==> config.mk <==
export PLATFORM = sky130hd
export DESIGN_NAME = ued_endpoint_support
export DESIGN_NICKNAME = d
export VERILOG_FILES = /design/src/design/ued_pkg.sv /design/src/design/ued_token_reply.sv /design/src/design/ued_endpoint_support.sv
export SDC_FILE = /design/constraint.sdc
export NUM_CORES = 1
export LEC_CHECK = 0
export ABC_AREA = 1
export CORE_MARGIN = 2
export CORE_UTILIZATION = 59
export DETAILED_ROUTE_END_ITERATION = 7
export DONT_BUFFER_PORTS = 1
export PLACE_DENSITY = 0.78
export SLEW_MARGIN = 40
export SYNTH_ARGS = -nofsm -noshare
export SYNTH_HDL_FRONTEND = slang
export SYNTH_HIERARCHICAL = 1
export SYNTH_SLANG_ARGS = --single-unit
==> constraint.sdc <==
create_clock -name i_clk -period 1.8 [get_ports i_clk]
set_input_delay 0.36 -clock i_clk [delete_from_list [all_inputs] [get_ports i_clk]]
set_output_delay 0.36 -clock i_clk [all_outputs]
set_load 0.01 [all_outputs]
==> src/design/ued_pkg.sv <==
/*
 * Package for the device endpoint support block: register indices, field
 * positions, reset values, token and reply codes.
 * Assumes a 32-bit APB register port and the controller system clock.
 */
package ued_pkg;

    // Register indices; byte address is four times the index
    localparam logic [11:0] UED_IDX_REPLY_POINTER = 12'h120;
    localparam logic [11:0] UED_IDX_REPLY_LENGTH  = 12'h122;
    localparam logic [11:0] UED_IDX_DMA_FIFO_CTRL = 12'h126;
    localparam logic [11:0] UED_IDX_IN_ENABLES    = 12'h128;
    localparam logic [11:0] UED_IDX_OUT_ENABLES   = 12'h12a;
    localparam logic [11:0] UED_IDX_SHORT_CTRL    = 12'h130;

    // Field widths and positions
    localparam int          UED_LEN_W          = 10;
    localparam int          UED_PTR_W          = 13;
    localparam int          UED_EP_NUM         = 16;
    localparam int          UED_FIFO_RUN_BIT   = 7;
    localparam int          UED_AUTO_SHORT_BIT = 6;
    localparam int          UED_SHORT_ARM_BIT  = 0;

    // Reset values and enable write mask
    localparam logic [UED_LEN_W-1:0]  UED_LEN_RESET  = 10'h000;
    localparam logic [UED_PTR_W-1:0]  UED_PTR_RESET  = 13'h0000;
    localparam logic [UED_EP_NUM-1:0] UED_EN_RESET   = 16'h0000;
    localparam logic [UED_EP_NUM-1:0] UED_EN_WMASK   = 16'hfffe;

    // Host token kinds, one-hot
    typedef enum logic [2:0] {
        UED_TOK_IN   = 3'b001,
        UED_TOK_OUT  = 3'b010,
        UED_TOK_PING = 3'b100
    } ued_token_type;

    // Default reply kinds, one-hot
    typedef enum logic [3:0] {
        UED_REP_NONE = 4'b0001,
        UED_REP_NAK  = 4'b0010,
        UED_REP_ZLP  = 4'b0100,
        UED_REP_DROP = 4'b1000
    } ued_reply_type;

endpackage : ued_pkg

==> src/design/ued_token_reply.sv <==
/*
 * Default token responder for enabled endpoints that have no configured,
 * joined FIFO slot.
 * Assumes token strobes arrive from the serial engine on the same clock.
 */
`timescale 1ns/1ps
`default_nettype none

module ued_token_reply
    import ued_pkg::*;
(
    input  wire logic                  i_clk,
    input  wire logic                  i_rst,
    input  wire logic                  i_token_valid,
    input  wire ued_token_type         i_token_kind,
    input  wire logic [3:0]            i_token_ep,
    input  wire logic                  i_high_speed,
    input  wire logic [UED_EP_NUM-1:0] i_in_enable,
    input  wire logic [UED_EP_NUM-1:0] i_out_enable,
    input  wire logic [UED_EP_NUM-1:0] i_in_iso_null_reply,
    input  wire logic [UED_EP_NUM-1:0] i_out_iso_silent_drop,
    input  wire logic [UED_EP_NUM-1:0] i_endpoint_area_link,
    output logic                       o_reply_valid,
    output ued_reply_type              o_reply_kind
);

    logic          handled;
    ued_reply_type kind_d;

    // Endpoint qualifies when enabled and not configured-and-joined
    always_comb begin
        handled = !i_endpoint_area_link[i_token_ep];
        kind_d  = UED_REP_NONE;
        unique case (i_token_kind)
            UED_TOK_IN: begin
                if (handled && i_in_enable[i_token_ep]) begin
                    kind_d = i_in_iso_null_reply[i_token_ep] ? UED_REP_ZLP
                                                             : UED_REP_NAK;
                end
            end
            UED_TOK_OUT: begin
                if (handled && i_out_enable[i_token_ep]) begin
                    kind_d = i_out_iso_silent_drop[i_token_ep] ? UED_REP_DROP
                                                               : UED_REP_NAK;
                end
            end
            UED_TOK_PING: begin
                if (handled && i_out_enable[i_token_ep] && i_high_speed) begin
                    kind_d = UED_REP_NAK;
                end
            end
            default: kind_d = UED_REP_NONE;
        endcase
    end

    // Registered one-cycle reply decision
    always_ff @(posedge i_clk) begin
        if (i_rst) begin
            o_reply_valid <= 1'b0;
            o_reply_kind  <= UED_REP_NONE;
        end else begin
            o_reply_valid <= i_token_valid && (kind_d != UED_REP_NONE);
            o_reply_kind  <= i_token_valid ? kind_d : UED_REP_NONE;
        end
    end

endmodule : ued_token_reply

`default_nettype wire

==> src/design/ued_endpoint_support.sv <==
/*
 * Device endpoint support: descriptor reply countdown, DMA FIFO activity
 * and auto short-packet arming, IN/OUT endpoint enable masks and the
 * default token responder, all behind an APB register port.
 * Assumes the serial engine, DMA and FIFO logic share i_clk and give
 * one-cycle event strobes; endpoint control and area join state lives
 * outside and arrives as plain inputs.
 */
// How it works
// - A 10-bit reply length holds the total descriptor byte count, any value 0x000 to 0x3ff.
// - Each finished endpoint 0 IN transaction during a reply subtracts the bytes just sent.
// - The read-only FIFO running flag sets at DMA start and clears once FIFO is empty after DMA end.
// - With auto arm on, a DMA end leaving less than one max packet arms the short packet.
// - Auto arming happens only when the DMA endpoint is an IN endpoint.
// - A 16-bit IN enable mask, bits 1 to 15 read/write, bit 0 reserved, resets to zero.
// - A 16-bit OUT enable mask, bits 1 to 15 read/write, bit 0 reserved, resets to zero.
// - Default replies serve only enabled endpoints that are not configured and joined.
// - An IN token there gets a zero-length packet if iso IN is set, else NAK.
// - An OUT token there has its data dropped silently if iso OUT is set, else NAK.
// - At high speed a PING token to such an OUT endpoint gets NAK.
// - An armed short packet lets the next IN send a short packet, then disarms itself.
// - The reply read pointer advances by the bytes sent, in step with the countdown.
`timescale 1ns/1ps
`default_nettype none

module ued_endpoint_support
    import ued_pkg::*;
#(
    parameter int FIFO_CNT_W = 13,
    parameter int MPS_W      = 11
) (
    input  wire logic                  i_clk,
    input  wire logic                  i_rst,
    // APB register port
    input  wire logic                  i_psel,
    input  wire logic                  i_penable,
    input  wire logic                  i_pwrite,
    input  wire logic [13:0]           i_paddr,
    input  wire logic [31:0]           i_pwdata,
    output logic [31:0]                o_prdata,
    output logic                       o_pready,
    output logic                       o_pslverr,
    // Descriptor reply events
    input  wire logic                  i_reply_active,
    input  wire logic                  i_ep0_in_done,
    input  wire logic [UED_LEN_W-1:0]  i_ep0_in_bytes,
    output logic [UED_LEN_W-1:0]       o_reply_length_count,
    output logic [UED_PTR_W-1:0]       o_reply_start_pointer,
    // DMA and FIFO status
    input  wire logic                  i_dma_start,
    input  wire logic                  i_dma_end,
    input  wire logic                  i_dma_ep_is_in,
    input  wire logic                  i_fifo_empty,
    input  wire logic [FIFO_CNT_W-1:0] i_fifo_count,
    input  wire logic [MPS_W-1:0]      i_max_packet,
    input  wire logic                  i_in_done,
    input  wire logic                  i_in_short_sent,
    output logic                       o_fifo_running,
    output logic                       o_short_packet_arm,
    // Host tokens and default replies
    input  wire logic                  i_token_valid,
    input  wire ued_token_type         i_token_kind,
    input  wire logic [3:0]            i_token_ep,
    input  wire logic                  i_high_speed,
    input  wire logic [UED_EP_NUM-1:0] i_in_iso_null_reply,
    input  wire logic [UED_EP_NUM-1:0] i_out_iso_silent_drop,
    input  wire logic [UED_EP_NUM-1:0] i_endpoint_area_link,
    output logic                       o_reply_valid,
    output ued_reply_type              o_reply_kind
);

    // Register state
    logic [UED_LEN_W-1:0]  reply_length_q;
    logic [UED_PTR_W-1:0]  reply_pointer_q;
    logic                  fifo_running_q;
    logic                  dma_ended_q;
    logic                  auto_short_arm_q;
    logic                  short_packet_arm_q;
    logic [UED_EP_NUM-1:0] in_enable_q;
    logic [UED_EP_NUM-1:0] out_enable_q;
    logic [31:0]           rdata_q;
    logic                  slverr_q;

    // Bus decode
    logic        setup_phase;
    logic        wr_access;
    logic [11:0] reg_index;
    logic        word_aligned;
    logic        hit_pointer;
    logic        hit_length;
    logic        hit_dma;
    logic        hit_in_en;
    logic        hit_out_en;
    logic        hit_short;
    logic        mapped;
    logic [31:0] rdata_d;

    // Event qualifiers
    logic        reply_step;
    logic        short_left;
    logic        auto_arm_set;
    logic        arm_clear;

    // Address split: index is the word address, low bits must be zero
    always_comb begin
        reg_index    = i_paddr[13:2];
        word_aligned = (i_paddr[1:0] == 2'b00);
        hit_pointer  = word_aligned && (reg_index == UED_IDX_REPLY_POINTER);
        hit_length   = word_aligned && (reg_index == UED_IDX_REPLY_LENGTH);
        hit_dma      = word_aligned && (reg_index == UED_IDX_DMA_FIFO_CTRL);
        hit_in_en    = word_aligned && (reg_index == UED_IDX_IN_ENABLES);
        hit_out_en   = word_aligned && (reg_index == UED_IDX_OUT_ENABLES);
        hit_short    = word_aligned && (reg_index == UED_IDX_SHORT_CTRL);
        mapped       = hit_pointer || hit_length || hit_dma
                    || hit_in_en || hit_out_en || hit_short;
    end

    // Writes take effect in the access phase; no wait states
    assign setup_phase = i_psel && !i_penable;
    assign wr_access   = i_psel && i_penable && i_pwrite;
    assign o_pready    = i_psel && i_penable;
    assign o_prdata    = rdata_q;
    assign o_pslverr   = slverr_q && i_psel && i_penable;

    // Read mux; reserved bits come back as zero
    always_comb begin
        rdata_d = 32'h0000_0000;
        if (hit_pointer) begin
            rdata_d[UED_PTR_W-1:0] = reply_pointer_q;
        end
        if (hit_length) begin
            rdata_d[UED_LEN_W-1:0] = reply_length_q;
        end
        if (hit_dma) begin
            rdata_d[UED_FIFO_RUN_BIT]   = fifo_running_q;
            rdata_d[UED_AUTO_SHORT_BIT] = auto_short_arm_q;
        end
        if (hit_in_en) begin
            rdata_d[UED_EP_NUM-1:0] = in_enable_q;
        end
        if (hit_out_en) begin
            rdata_d[UED_EP_NUM-1:0] = out_enable_q;
        end
        if (hit_short) begin
            rdata_d[UED_SHORT_ARM_BIT] = short_packet_arm_q;
        end
    end

    // Read data and error are captured in the setup cycle
    always_ff @(posedge i_clk) begin
        if (i_rst) begin
            rdata_q  <= 32'h0000_0000;
            slverr_q <= 1'b0;
        end else if (setup_phase) begin
            rdata_q  <= i_pwrite ? 32'h0000_0000 : rdata_d;
            slverr_q <= !mapped;
        end
    end

    // A finished endpoint 0 IN transaction during a descriptor reply
    assign reply_step = i_reply_active && i_ep0_in_done;

    // Reply length: software load, else countdown that stops at zero
    always_ff @(posedge i_clk) begin
        if (i_rst) begin
            reply_length_q <= UED_LEN_RESET;
        end else if (wr_access && hit_length) begin
            reply_length_q <= i_pwdata[UED_LEN_W-1:0];
        end else if (reply_step) begin
            if (i_ep0_in_bytes >= reply_length_q) begin
                reply_length_q <= UED_LEN_RESET;
            end else begin
                reply_length_q <= reply_length_q - i_ep0_in_bytes;
            end
        end
    end

    // Reply read pointer moves forward by the same byte count
    always_ff @(posedge i_clk) begin
        if (i_rst) begin
            reply_pointer_q <= UED_PTR_RESET;
        end else if (wr_access && hit_pointer) begin
            reply_pointer_q <= i_pwdata[UED_PTR_W-1:0];
        end else if (reply_step) begin
            reply_pointer_q <= reply_pointer_q
                             + {{(UED_PTR_W-UED_LEN_W){1'b0}}, i_ep0_in_bytes};
        end
    end

    assign o_reply_length_count  = reply_length_q;
    assign o_reply_start_pointer = reply_pointer_q;

    // FIFO running: set at DMA start, dropped once ended and drained
    always_ff @(posedge i_clk) begin
        if (i_rst) begin
            fifo_running_q <= 1'b0;
            dma_ended_q    <= 1'b0;
        end else if (i_dma_start) begin
            fifo_running_q <= 1'b1;
            dma_ended_q    <= 1'b0;
        end else if (i_dma_end) begin
            dma_ended_q    <= 1'b1;
            if (i_fifo_empty) begin
                fifo_running_q <= 1'b0;
            end
        end else if (dma_ended_q && i_fifo_empty) begin
            fifo_running_q <= 1'b0;
            dma_ended_q    <= 1'b0;
        end
    end

    assign o_fifo_running = fifo_running_q;

    // Auto arm option; only bit 6 of the DMA control word is writable
    always_ff @(posedge i_clk) begin
        if (i_rst) begin
            auto_short_arm_q <= 1'b0;
        end else if (wr_access && hit_dma) begin
            auto_short_arm_q <= i_pwdata[UED_AUTO_SHORT_BIT];
        end
    end

    // Leftover below one max packet at DMA end, on an IN endpoint only
    assign short_left   = ({{(32-FIFO_CNT_W){1'b0}}, i_fifo_count}
                         < {{(32-MPS_W){1'b0}}, i_max_packet});
    assign auto_arm_set = auto_short_arm_q && i_dma_end && short_left
                        && i_dma_ep_is_in;
    assign arm_clear    = i_in_done && i_in_short_sent;

    // Short packet arm: a set in the same cycle as a clear wins
    always_ff @(posedge i_clk) begin
        if (i_rst) begin
            short_packet_arm_q <= 1'b0;
        end else if (auto_arm_set) begin
            short_packet_arm_q <= 1'b1;
        end else if (wr_access && hit_short && i_pwdata[UED_SHORT_ARM_BIT]) begin
            short_packet_arm_q <= 1'b1;
        end else if (arm_clear) begin
            short_packet_arm_q <= 1'b0;
        end else if (wr_access && hit_short) begin
            short_packet_arm_q <= 1'b0;
        end
    end

    assign o_short_packet_arm = short_packet_arm_q;

    // IN enable mask; bit 0 never stores
    always_ff @(posedge i_clk) begin
        if (i_rst) begin
            in_enable_q <= UED_EN_RESET;
        end else if (wr_access && hit_in_en) begin
            in_enable_q <= i_pwdata[UED_EP_NUM-1:0] & UED_EN_WMASK;
        end
    end

    // OUT enable mask; bit 0 never stores
    always_ff @(posedge i_clk) begin
        if (i_rst) begin
            out_enable_q <= UED_EN_RESET;
        end else if (wr_access && hit_out_en) begin
            out_enable_q <= i_pwdata[UED_EP_NUM-1:0] & UED_EN_WMASK;
        end
    end

    // Default replies for enabled but unconfigured endpoints
    ued_token_reply u_token_reply (
        .i_clk                 (i_clk),
        .i_rst                 (i_rst),
        .i_token_valid         (i_token_valid),
        .i_token_kind          (i_token_kind),
        .i_token_ep            (i_token_ep),
        .i_high_speed          (i_high_speed),
        .i_in_enable           (in_enable_q),
        .i_out_enable          (out_enable_q),
        .i_in_iso_null_reply   (i_in_iso_null_reply),
        .i_out_iso_silent_drop (i_out_iso_silent_drop),
        .i_endpoint_area_link  (i_endpoint_area_link),
        .o_reply_valid         (o_reply_valid),
        .o_reply_kind          (o_reply_kind)
    );

endmodule : ued_endpoint_support

`default_nettype wire

==> results of run 1 <==
cell usage after synthesis (all sizes together), types with 2 or more instances:
master	instances	area [sq um]
a211oi	30	300.3
a21oi	52	267.8
a31oi	4	25.02
buf	42	317.8
clkbuf	12	45.04
clkinv	2	7.510
dfxtp	79	1582
fa	2	40.04
ha	30	375.4
inv	179	671.9
nand2	330	1281
nand3	112	580.6
nand3b	6	45.04
nand4	12	75.07
nor2	131	541.8
nor3	7	46.30
o211ai	6	45.04
o21ai	40	200.2
o21bai	4	30.03
o22ai	3	18.77
xnor2	5	43.79
xor2	6	52.55
layout by cell type (no fill, tap or decap), types with 16 or more instances in the layout:
master / instances
a21oi_1: 47
buf_4: 55
conb_1: 18
dfxtp_1: 76
ha_1: 26
inv_1: 163
nand2_1: 316
nand3_1: 104
nor2_1: 116
o21ai_0: 21
o21ai_1: 16
flip-flops by register name, indices dropped and copies added (netlist names):
| name | flops |
|---|---|
| auto_short_arm_q | 1 |
| dma_ended_q | 1 |
| in_enable_q | 15 |
| o_fifo_running | 1 |
| o_prdata | 16 |
| o_reply_length_count | 10 |
| o_reply_start_pointer | 13 |
| o_short_packet_arm | 1 |
| out_enable_q | 15 |
| slverr_q | 1 |
| u_token_reply/o_reply_kind | 4 |
| u_token_reply/o_reply_valid | 1 |
logic make-up (layout without fill, tap and decap cells):
group / after synthesis / count (layout)
AND/OR/NAND/NOR: 599 / 599
buffers and inverters: 235 / 254
AO/OA/AOI/OAI: 142 / 142
flip-flops: 79 / 79
adder cells (fa/ha/maj): 32 / 32
XOR/XNOR: 11 / 11
other: 1 / 18
layer usage:
layer  vias to the layer above  track usage [%]
met2                       299            53.29
li1                       3500                -
met5                         -                0
met4                         0            10.58
met1                      3021            35.67
met3                        36            8.701
area by class of cell:
cell class	instances	area [sq um]
timing repair buffer	57	452.9
inverter	181	681.9
fill	1033	3585
clock buffer	10	127.6
sequential	79	1585
clock inverter	6	68.82
tap	140	175.2
multi-input combinational	802	4212
worst max-delay path by stage:
stage | start | end | depth (start not counted)
2_1_floorplan | o_reply_length_count[0] | o_reply_length_count[6] | 10
3_3_place_gp | i_ep0_in_bytes[0] | o_reply_length_count[9] | 11
3_5_place_dp | i_ep0_in_bytes[0] | o_reply_length_count[9] | 11
4_1_cts | o_reply_length_count[0] | o_reply_length_count[6] | 10
5_1_grt | o_reply_length_count[0] | o_reply_length_count[1] | 10
6_report | o_reply_length_count[0] | o_reply_length_count[8] | 10
stage by stage:
step | utilization [%] | TNS (ps) | hold slack [ps]
after global placement | 63.69 | -311.9 | 437.5
final | 67.08 | 0 | 58.22
after CTS | 65.54 | 0 | 43.98
after detailed placement | 63.69 | -692.5 | 437.1
after floorplan | - | 0 | 439.3
after global routing | 67.08 | -333.6 | 58.87
timing repair:
item,in CTS,in global routing
gates resized for setup,2,38
hold buffers,0,0
pin swaps,0,15
buffers inserted,0,3
endpoints found under the setup margin,8,15
power groups by stage:
stage | logic [mW] | clock network (mW) | registers, mW
6_report | 0.741 | 1.36 | 1.79
5_1_grt | 0.844 | 1.43 | 1.79
4_1_cts | 0.710 | 1.36 | 1.79
3_5_place_dp | 0.705 | 0 | 1.83
3_3_place_gp | 0.696 | 0 | 1.83
2_1_floorplan | 0.585 | 0 | 1.84
worst reg2reg max path: cells and delay by family, from the launching register on:
family	cells	cell delay [ps]
buffers and inverters	2	130
flip-flops	1	350
adder cells (fa/ha/maj)	2	590
AO/OA/AOI/OAI	2	260
AND/OR/NAND/NOR	4	390
==> out/results.ini, run 1 <==
[floorplanning]
die_w_um=110.0
die_h_um=110.0
pin_count=214
core_area_sq_mm=0.01089
row_count=38
start_util_pct=60.87
dieArea_sq_mm=0.01210

[clock_network]
htree_levels=3
path_clk_slew_ps=90
numCtsBuffers=9
cts_max_path_buffers=2
insertion_delay_ps=360
cts-root-buf=clkbuf_8
cts_sinks=79
cts_tree=done

[outcome]
status=completed

[placed_design]
place_congestion=0.9877
io_buffer_count=0
place_ws_ps=-111.9
place_area_sq_mm=0.006934
dp_hpwl_um=14440
place_inst=1256

[pwr]
p_per_area_mw_per_mm2=533.2
p_switching_mw=1.186
fin_total_pwr_mw=3.894
p_seq_share_pct=46.0
swShare_pct=30.46
p_comb_share_pct=19.0
p_leak_nw=3.518
intPower_mw=2.708
vdd_drop_max_mv=0.4027
clkPwrFrac_pct=35.0

[global_route]
grt-ovfl-total=0
antenna_found_initial=0
grtUsageTotal_pct=30.53
grt_max_degree=67
grt_pass1_wl_um=28920
grt_pass1_vias=6103

[routing]
drtIter0Drc=387
wl_per_cell_um=14.85
via_count=6856
dr.max_layer_used=met4
ant_nets=0
route.met3.wl_um=1917
via_per_inst=5.377
wl_um=18930
wl_met1_um=7477
met2_length_um=9050
drcViolationCount=0
dr.pass1.iters=6

[worst_hold_path]
whs_path_depth=1
hold_end=o_prdata[8]
hold_path.class=input pin to flip-flop
holdCritStartpoint=i_rst

[yosys]
synth_top_family_by_area=simple AND/OR/NAND/NOR gates
syn_area_sq_mm=0.006628
avgSynthCellArea_sq_um=6.031
synth_edf_count=0
seq_area_frac_synth_pct=23.86
synth_cell_types=39
synth_fa_ha_area_share_pct=6.268
async_reset_ff_share_pct=0
syn-instance-count=1099
synth_seq_cells=79
synth_ff_type=dfxtp_1
synthSimpleGateAreaFrac_pct=38.89
synthMuxAreaShare_pct=0
yosys_warnings=6
synth_compound_area_share_pct=13.74
synthXorXnorAreaFrac_pct=1.454

[sta]
fin_worst_skew_ps=7.807
fin_ws_ps=36.42
hold_violations=0
rsz0062_at_grt=yes
slew_violations=0
finalCritPeriodShare_pct=97.98
setup_violations=0
period_needed_ps=1764
fmax_ghz=0.5670

[run]
drv_cap=0

[critical_path]
cp.arrival_ps=2060
slowest_delay_ps=430
ff2ff_setup_slack_ps=40
rr_worst_depth=10
crit_chain=inv_2, ha_4, fa_2, inv_2, nand3_2, nand3_4, nand2_8, a21oi_2, nand3_1, a21oi_2
crit_buf_inv=2
worstSetupPathType=flip-flop to flip-flop
cp_slowest_cell=fa_2
critPathLaunchType=flip-flop
reg2reg_to=o_reply_length_count[8]
path_delay_family=adder cells
worstSetupEndpointType=flip-flop
critPathMaxFanout=7
crit_required_ps=2100
worstReg2RegStart=o_reply_length_count[0]

[final_layout]
layout-drive-gt1-share_pct=14.01
fin_area_sq_mm=0.007303
syn2layout_area_growth_pct=10.19
nets=1312
antenna_cells=0
stdcell_count=1275

(Power assumes the default switching activity.)
==> run 2: changes to the inputs <==
ABC_AREA = default   (was 1)
CORE_ASPECT_RATIO = 0.75   (was default)
==> run 2 against run 1 <==
The flow now finishes with violations (negative setup slack). Fmax shrank 15%. Global-route usage increased by 5.1 points. Final cell count is 32% lower. Via count is 17% lower. Worst setup slack worse by 320 ps. First-iteration DRC count up 99%. Flip-flop and latch count stayed put. Sequential share of layout area grew 0.84 points. Die area decreased by 14%.
==> out/results.ini, run 2 <==
[yosys]
synth_ff_type=dfxtp_1
yosysMostFrequentCell=nand2_1
synth_cell_types=76
yosys_warnings=6
seq_area_frac_synth_pct=27.82
ys_top_cells_by_area=dfxtp_1, ha_1, mux4_2
synth_fa_ha_area_share_pct=7.308
ys_top_cells_by_count=nand2_1, dfxtp_1, a21oi_1, nor2_1
syn_area_sq_mm=0.005684
synth_top_area_share_pct=27.82
synthXorXnorAreaFrac_pct=2.465
synthMuxAreaShare_pct=10.02
avgSynthCellArea_sq_um=8.586
async_reset_ff_share_pct=0
synthSimpleGateAreaFrac_pct=21.95
synth.largest_area_cell=dfxtp_1
synth_top_family_by_area=compound AO/OA/AOI/OAI gates
synth_edf_count=0
syn-instance-count=662
synth_compound_area_share_pct=22.54
synth_seq_cells=79

[clock_network]
cts-root-buf=clkbuf_16
path_clk_slew_ps=70
htree_levels=3
numCtsBuffers=9
ctsHoldBuffers=0
cts_sinks=79
cts_max_path_buffers=2
insertion_delay_ps=350
cts_tree=done

[worst_hold_path]
whs_path_depth=1
hold_path.class=input pin to flip-flop
hold_end=o_prdata[14]
holdCritStartpoint=i_rst

[global_route]
grt-ovfl-total=0
grt_max_degree=67
antenna_found_initial=0
grtUsageTotal_pct=35.59
grt_pass1_wl_um=28580
grt_pass1_vias=5361

[sta]
finalCritPeriodShare_pct=115.8
worst_pin_slew_ps=493.1
fmax_ghz=0.4797
hold_violations=0
period_needed_ps=2085
rsz0062_at_grt=yes
maxSlewHeadroom_pct=66.28
fin_worst_skew_ps=7.678
slew_violations=0
setup_violations=18
fin_ws_ps=-284.6
whs_ps=79.86

[critical_path]
worstSetupEndpointType=flip-flop
worstReg2RegStart=o_reply_start_pointer[0]
crit_chain=ha_4, fa_2, a211oi_2, o21ai_2, buf_4, a311o_1, a31oi_1, a211oi_1
reg2reg_to=o_reply_start_pointer[8]
crit_required_ps=2040
ff2ff_setup_slack_ps=-280
critPathLaunchType=flip-flop
critPathMaxFanout=2
cp_slowest_cell=fa_2
slowest_delay_ps=400
rr_worst_depth=8
cp.arrival_ps=2320
worstSetupPathType=flip-flop to flip-flop

[pwr]
swShare_pct=26.39
clkPwrFrac_pct=45.0
p_comb_share_pct=15.9
p_switching_mw=1.207
p_per_area_mw_per_mm2=649.0
p_seq_share_pct=39.1
intPower_mw=3.367
vdd_drop_max_mv=0.4364
p_leak_nw=2.824

[floorplanning]
core_area_sq_mm=0.009196
die_h_um=89.01
pin_count=214
dieArea_sq_mm=0.01044
start_util_pct=61.81
row_count=30
die_w_um=117.3

[placed_design]
dp_hpwl_um=14350
place_congestion=0.9545
io_buffer_count=0
place_area_sq_mm=0.006407

[routing]
wl_um=19770
dr.pass1.iters=5
drtIter0Drc=772
wl_met1_um=7932
dr.max_layer_used=met4
route.met3.wl_um=2532
via_per_inst=6.529
via_count=5700
met2_length_um=8750
wl_per_cell_um=22.64
drcViolationCount=0
ant_nets=0

[final_layout]
syn2layout_area_growth_pct=24.01
antenna_cells=0
layout-drive-gt1-share_pct=30.87
layout_common_cells=buf_4, nand2_1, dfxtp_1, a21oi_1, nor2_1
nets=922
fin_area_sq_mm=0.007049
largest_register_ffs=16
layout_commonest_cell=buf_4

[outcome]
violations=negative setup slack
status=finished with violations

[run]
drv_cap=0

==> run 2: cell count changes after synthesis, sizes merged, moves of 9 or more <==
cell | before | now
nand2 | 330 | 101
a21oi | 52 | 62
and3 | 0 | 11
inv | 179 | 25
mux4 | 0 | 18
nor2b | 0 | 11
o22ai | 3 | 12
nor2 | 131 | 36
mux2i | 0 | 10
nand2b | 0 | 9
nor3 | 7 | 20
nand3 | 112 | 10
a211oi | 30 | 19
==> run 2: how the worst max path moves through the flow <==
stage | from | endpoint | cells past startpoint
floorplan | o_reply_length_count[0] | o_reply_length_count[4] | 9
global placement | o_reply_length_count[0] | o_reply_length_count[3] | 10
detailed placement | o_reply_length_count[0] | o_reply_length_count[9] | 10
CTS | o_reply_length_count[0] | o_reply_length_count[3] | 10
global route | o_reply_length_count[0] | o_reply_length_count[8] | 10
finish | o_reply_start_pointer[0] | o_reply_start_pointer[8] | 8
==> run 2: critical path, delay by kind of cell (launching register included) <==
family                   cells  cell delay (ps)
buffers and inverters        1              160
adder cells (fa/ha/maj)      2              580
flip-flops                   1              340
AO/OA/AOI/OAI                5              910
==> run 2: cells by family (layout without fill, tap and decap cells) <==
logic type,after synthesis,after routing
and+or+nand+nor,233,233
AOI/OAI and AO/OA,192,192
DFF,79,79
buffers and inverters,76,142
muxes,33,33
adders and majority gates,32,32
xor gates and xnor gates,16,16
other,1,18
==> run 2: area by class of cell <==
| cell class | instances | area (sq um) |
|---|---|---|
| multi-input combinational | 524 | 4040 |
| inverter | 25 | 93.84 |
| clock inverter | 7 | 103.9 |
| fill | 653 | 2147 |
| tap | 128 | 160.2 |
| clock buffer | 9 | 225.2 |
| timing repair buffer | 101 | 837.1 |
| sequential | 79 | 1589 |
==> run 2: timing repair <==
item                       CTS  global route
setup endpoints to repair   19            22
gates cloned                 0             1
buffers inserted             9             2
gates resized for setup     23            26
pin swaps                   23            21
==> run 2: metrics by stage <==
step           instances  setup slack [ps]  util [%]  power [mW]  setup TNS, ps
2_1_floorplan        679            -237.5         -       2.366          -3863
3_3_place_gp         845            -253.9     69.67       2.438         -10260
3_5_place_dp         845            -329.2     69.67       2.457         -13310
4_1_cts              870            -240.6     75.13       4.521          -2613
5_1_grt              873            -358.1     76.65       4.683          -5197
6_report             873            -284.6     76.65       4.575          -3472
==> run 2: per-layer routing <==
layer	vias up	track usage, %
li1	2571	-
met1	2685	46.89
met2	389	56.67
met3	55	11.99
met4	0	10.19
met5	-	0
==> run 2: power groups by stage <==
stage,Clock [mW],Combinational (mW),Sequential (mW)
global route,2.11,0.782,1.79
floorplan,0,0.530,1.84
global placement,0,0.613,1.82
detailed placement,0,0.632,1.83
CTS,2.06,0.676,1.79
finish,2.06,0.728,1.79
==> run 3: changes to the inputs <==
CORE_UTILIZATION = 70   (was 59)
PLACE_DENSITY = 0.86   (was 0.78)
clock period = 2.5 ns   (was 1.8 ns; I/O delays follow)
==> run 3 against run 2 <==
The run now ends clean. Flip-flop and latch count is the same. Non-clock buffer count fell by 77. Core utilization down 1.7 points. Clock power decreased by 57%. Register-to-register slack better by 460 ps. Final area down 16%. Final cell count fell by 11%. Clock skew is 5.1 ps higher. Combinational power fell by 47%. Critical endpoint is now o_reply_length_count[4].
==> out/results.ini, run 3 (synthesis results as in run 2) <==
[global_route]
grt-ovfl-total=0
grt_pass1_wl_um=25580
grt_pass1_vias=5163
grtUsageTotal_pct=37.84
antenna_found_initial=0
grt_max_degree=67

[final_layout]
fin_area_sq_mm=0.005909
antenna_cells=0
layout_common_cells=nand2_1, dfxtp_1, a21oi_1, nor2_1, ha_1
layout-drive-gt1-share_pct=15.87
layout_commonest_cell=nand2_1
fillers=604
nets=845
largest_register_ffs=16
syn2layout_area_growth_pct=3.962
seq_area_sq_mm=0.001582
multi_input_area_sq_mm=0.003741

[critical_path]
slowest_delay_ps=410
worstReg2RegStart=o_reply_length_count[0]
critPathMaxFanout=4
worstSetupEndpointType=flip-flop
cp-startpoint=o_reply_length_count[0]
worstSetupPathType=flip-flop to flip-flop
cp.arrival_ps=2590
crit_chain=inv_1, ha_1, fa_1, nor2b_2, o31a_1, o21ai_0, a221oi_2, nand2_2, o32ai_1
cp_slowest_cell=fa_1
crit_required_ps=2760
reg2reg_to=o_reply_length_count[4]
critPathLaunchType=flip-flop
ff2ff_setup_slack_ps=170
rr_worst_depth=9

[clock_network]
cts_setup_buffers=0
htree_levels=3
cts_sinks=79
numCtsBuffers=9
cts-root-buf=clkbuf_8
ctsHoldBuffers=0
cts_max_path_buffers=2
insertion_delay_ps=360
cts_resized=0
cts_tree=done
path_clk_slew_ps=80

[sta]
rsz0062_at_grt=no
fin_ws_ps=172.2
finalCritPeriodShare_pct=93.11
worst_pin_slew_ps=745.1
fmax_ghz=0.4296
fin_setup_tns_ps=0
maxSlewHeadroom_pct=50.21
period_needed_ps=2328
hold_violations=0
fin_worst_skew_ps=12.74
slew_violations=0
setup_violations=0

[floorplanning]
die_h_um=82.04
pin_count=214
core_area_sq_mm=0.007883
dieArea_sq_mm=0.008865
start_util_pct=72.11
row_count=28
die_w_um=108.1

[worst_hold_path]
hold_end=in_enable_q[6]
hold_path.class=input pin to flip-flop
whs_path_depth=1
holdCritStartpoint=i_rst

[placed_design]
place_ws_ps=-39.73
place_congestion=0.9281
place_area_sq_mm=0.005710
io_buffer_count=0
dp_hpwl_um=13000

[routing]
ant_nets=0
via_count=5401
wl_per_cell_um=22.01
wl_um=17020
drtIter0Drc=637
drcViolationCount=0
dr.pass1.iters=5
via_per_inst=6.987

[pwr]
p_leak_nw=2.216
p_per_area_mw_per_mm2=434.5
vdd_drop_max_mv=0.3504

[outcome]
status=completed

[run]
drv_cap=0

run 3: worst max-delay path, delay by kind of cell (launching register included):
kind	cells	cell delay (ps)
AO/OA/AOI/OAI	4	930
AND/OR/NAND/NOR	2	300
flip-flops	1	330
adder cells (fa/ha/maj)	2	620
buffers and inverters	1	50
run 3: worst max path at each step:
stage | end | slack (ps) | depth (start not counted)
after global placement | o_reply_start_pointer[12] | 60 | 8
after global routing | o_reply_length_count[4] | 20 | 9
after detailed placement | o_reply_start_pointer[12] | -40 | 8
final | o_reply_length_count[4] | 170 | 9
after floorplan | o_reply_length_count[4] | 90 | 8
after CTS | o_reply_length_count[4] | 90 | 9
run 3: layout make-up:
type / instances / share of cell area, %
multi-input cells: 524 / 63.31
flip-flops and latches: 79 / 26.76
repair buffers: 24 / 3.049
clock buffers: 10 / 2.329
well taps: 105 / 2.223
inverters: 25 / 1.588
clock inverters: 6 / 0.7411
run 3: through the flow:
| step | util [%] | power, mW | instances | hold slack [ps] |
|---|---|---|---|---|
| floorplan | - | 1.690 | 679 | 442.7 |
| CTS | 74.75 | 2.559 | 773 | 197.8 |
| global placement | 72.41 | 1.687 | 757 | 447.5 |
| global route | 74.97 | 2.661 | 773 | 198.2 |
| detailed placement | 72.44 | 1.704 | 757 | 453.8 |
| finish | 74.97 | 2.567 | 773 | 211.6 |
run 3: power by group:
| group | switching, mW | internal [mW] |
|---|---|---|
| clock | 0.487 | 0.391 |
| sequential | 0.0290 | 1.27 |
| combinational | 0.201 | 0.187 |
run 3: per-layer routing:
metal / track usage [%] / wire (um) / part of all wire [%] / vias to the layer above
met2: 60.57 / 7840 / 46 / 389
li1: - / - / - / 2423
met3: 11.83 / 2281 / 13 / 67
met1: 47.71 / 6348 / 37 / 2522
met5: 0 / 0 / 0 / -
met4: 16.03 / 546 / 3.2 / 0
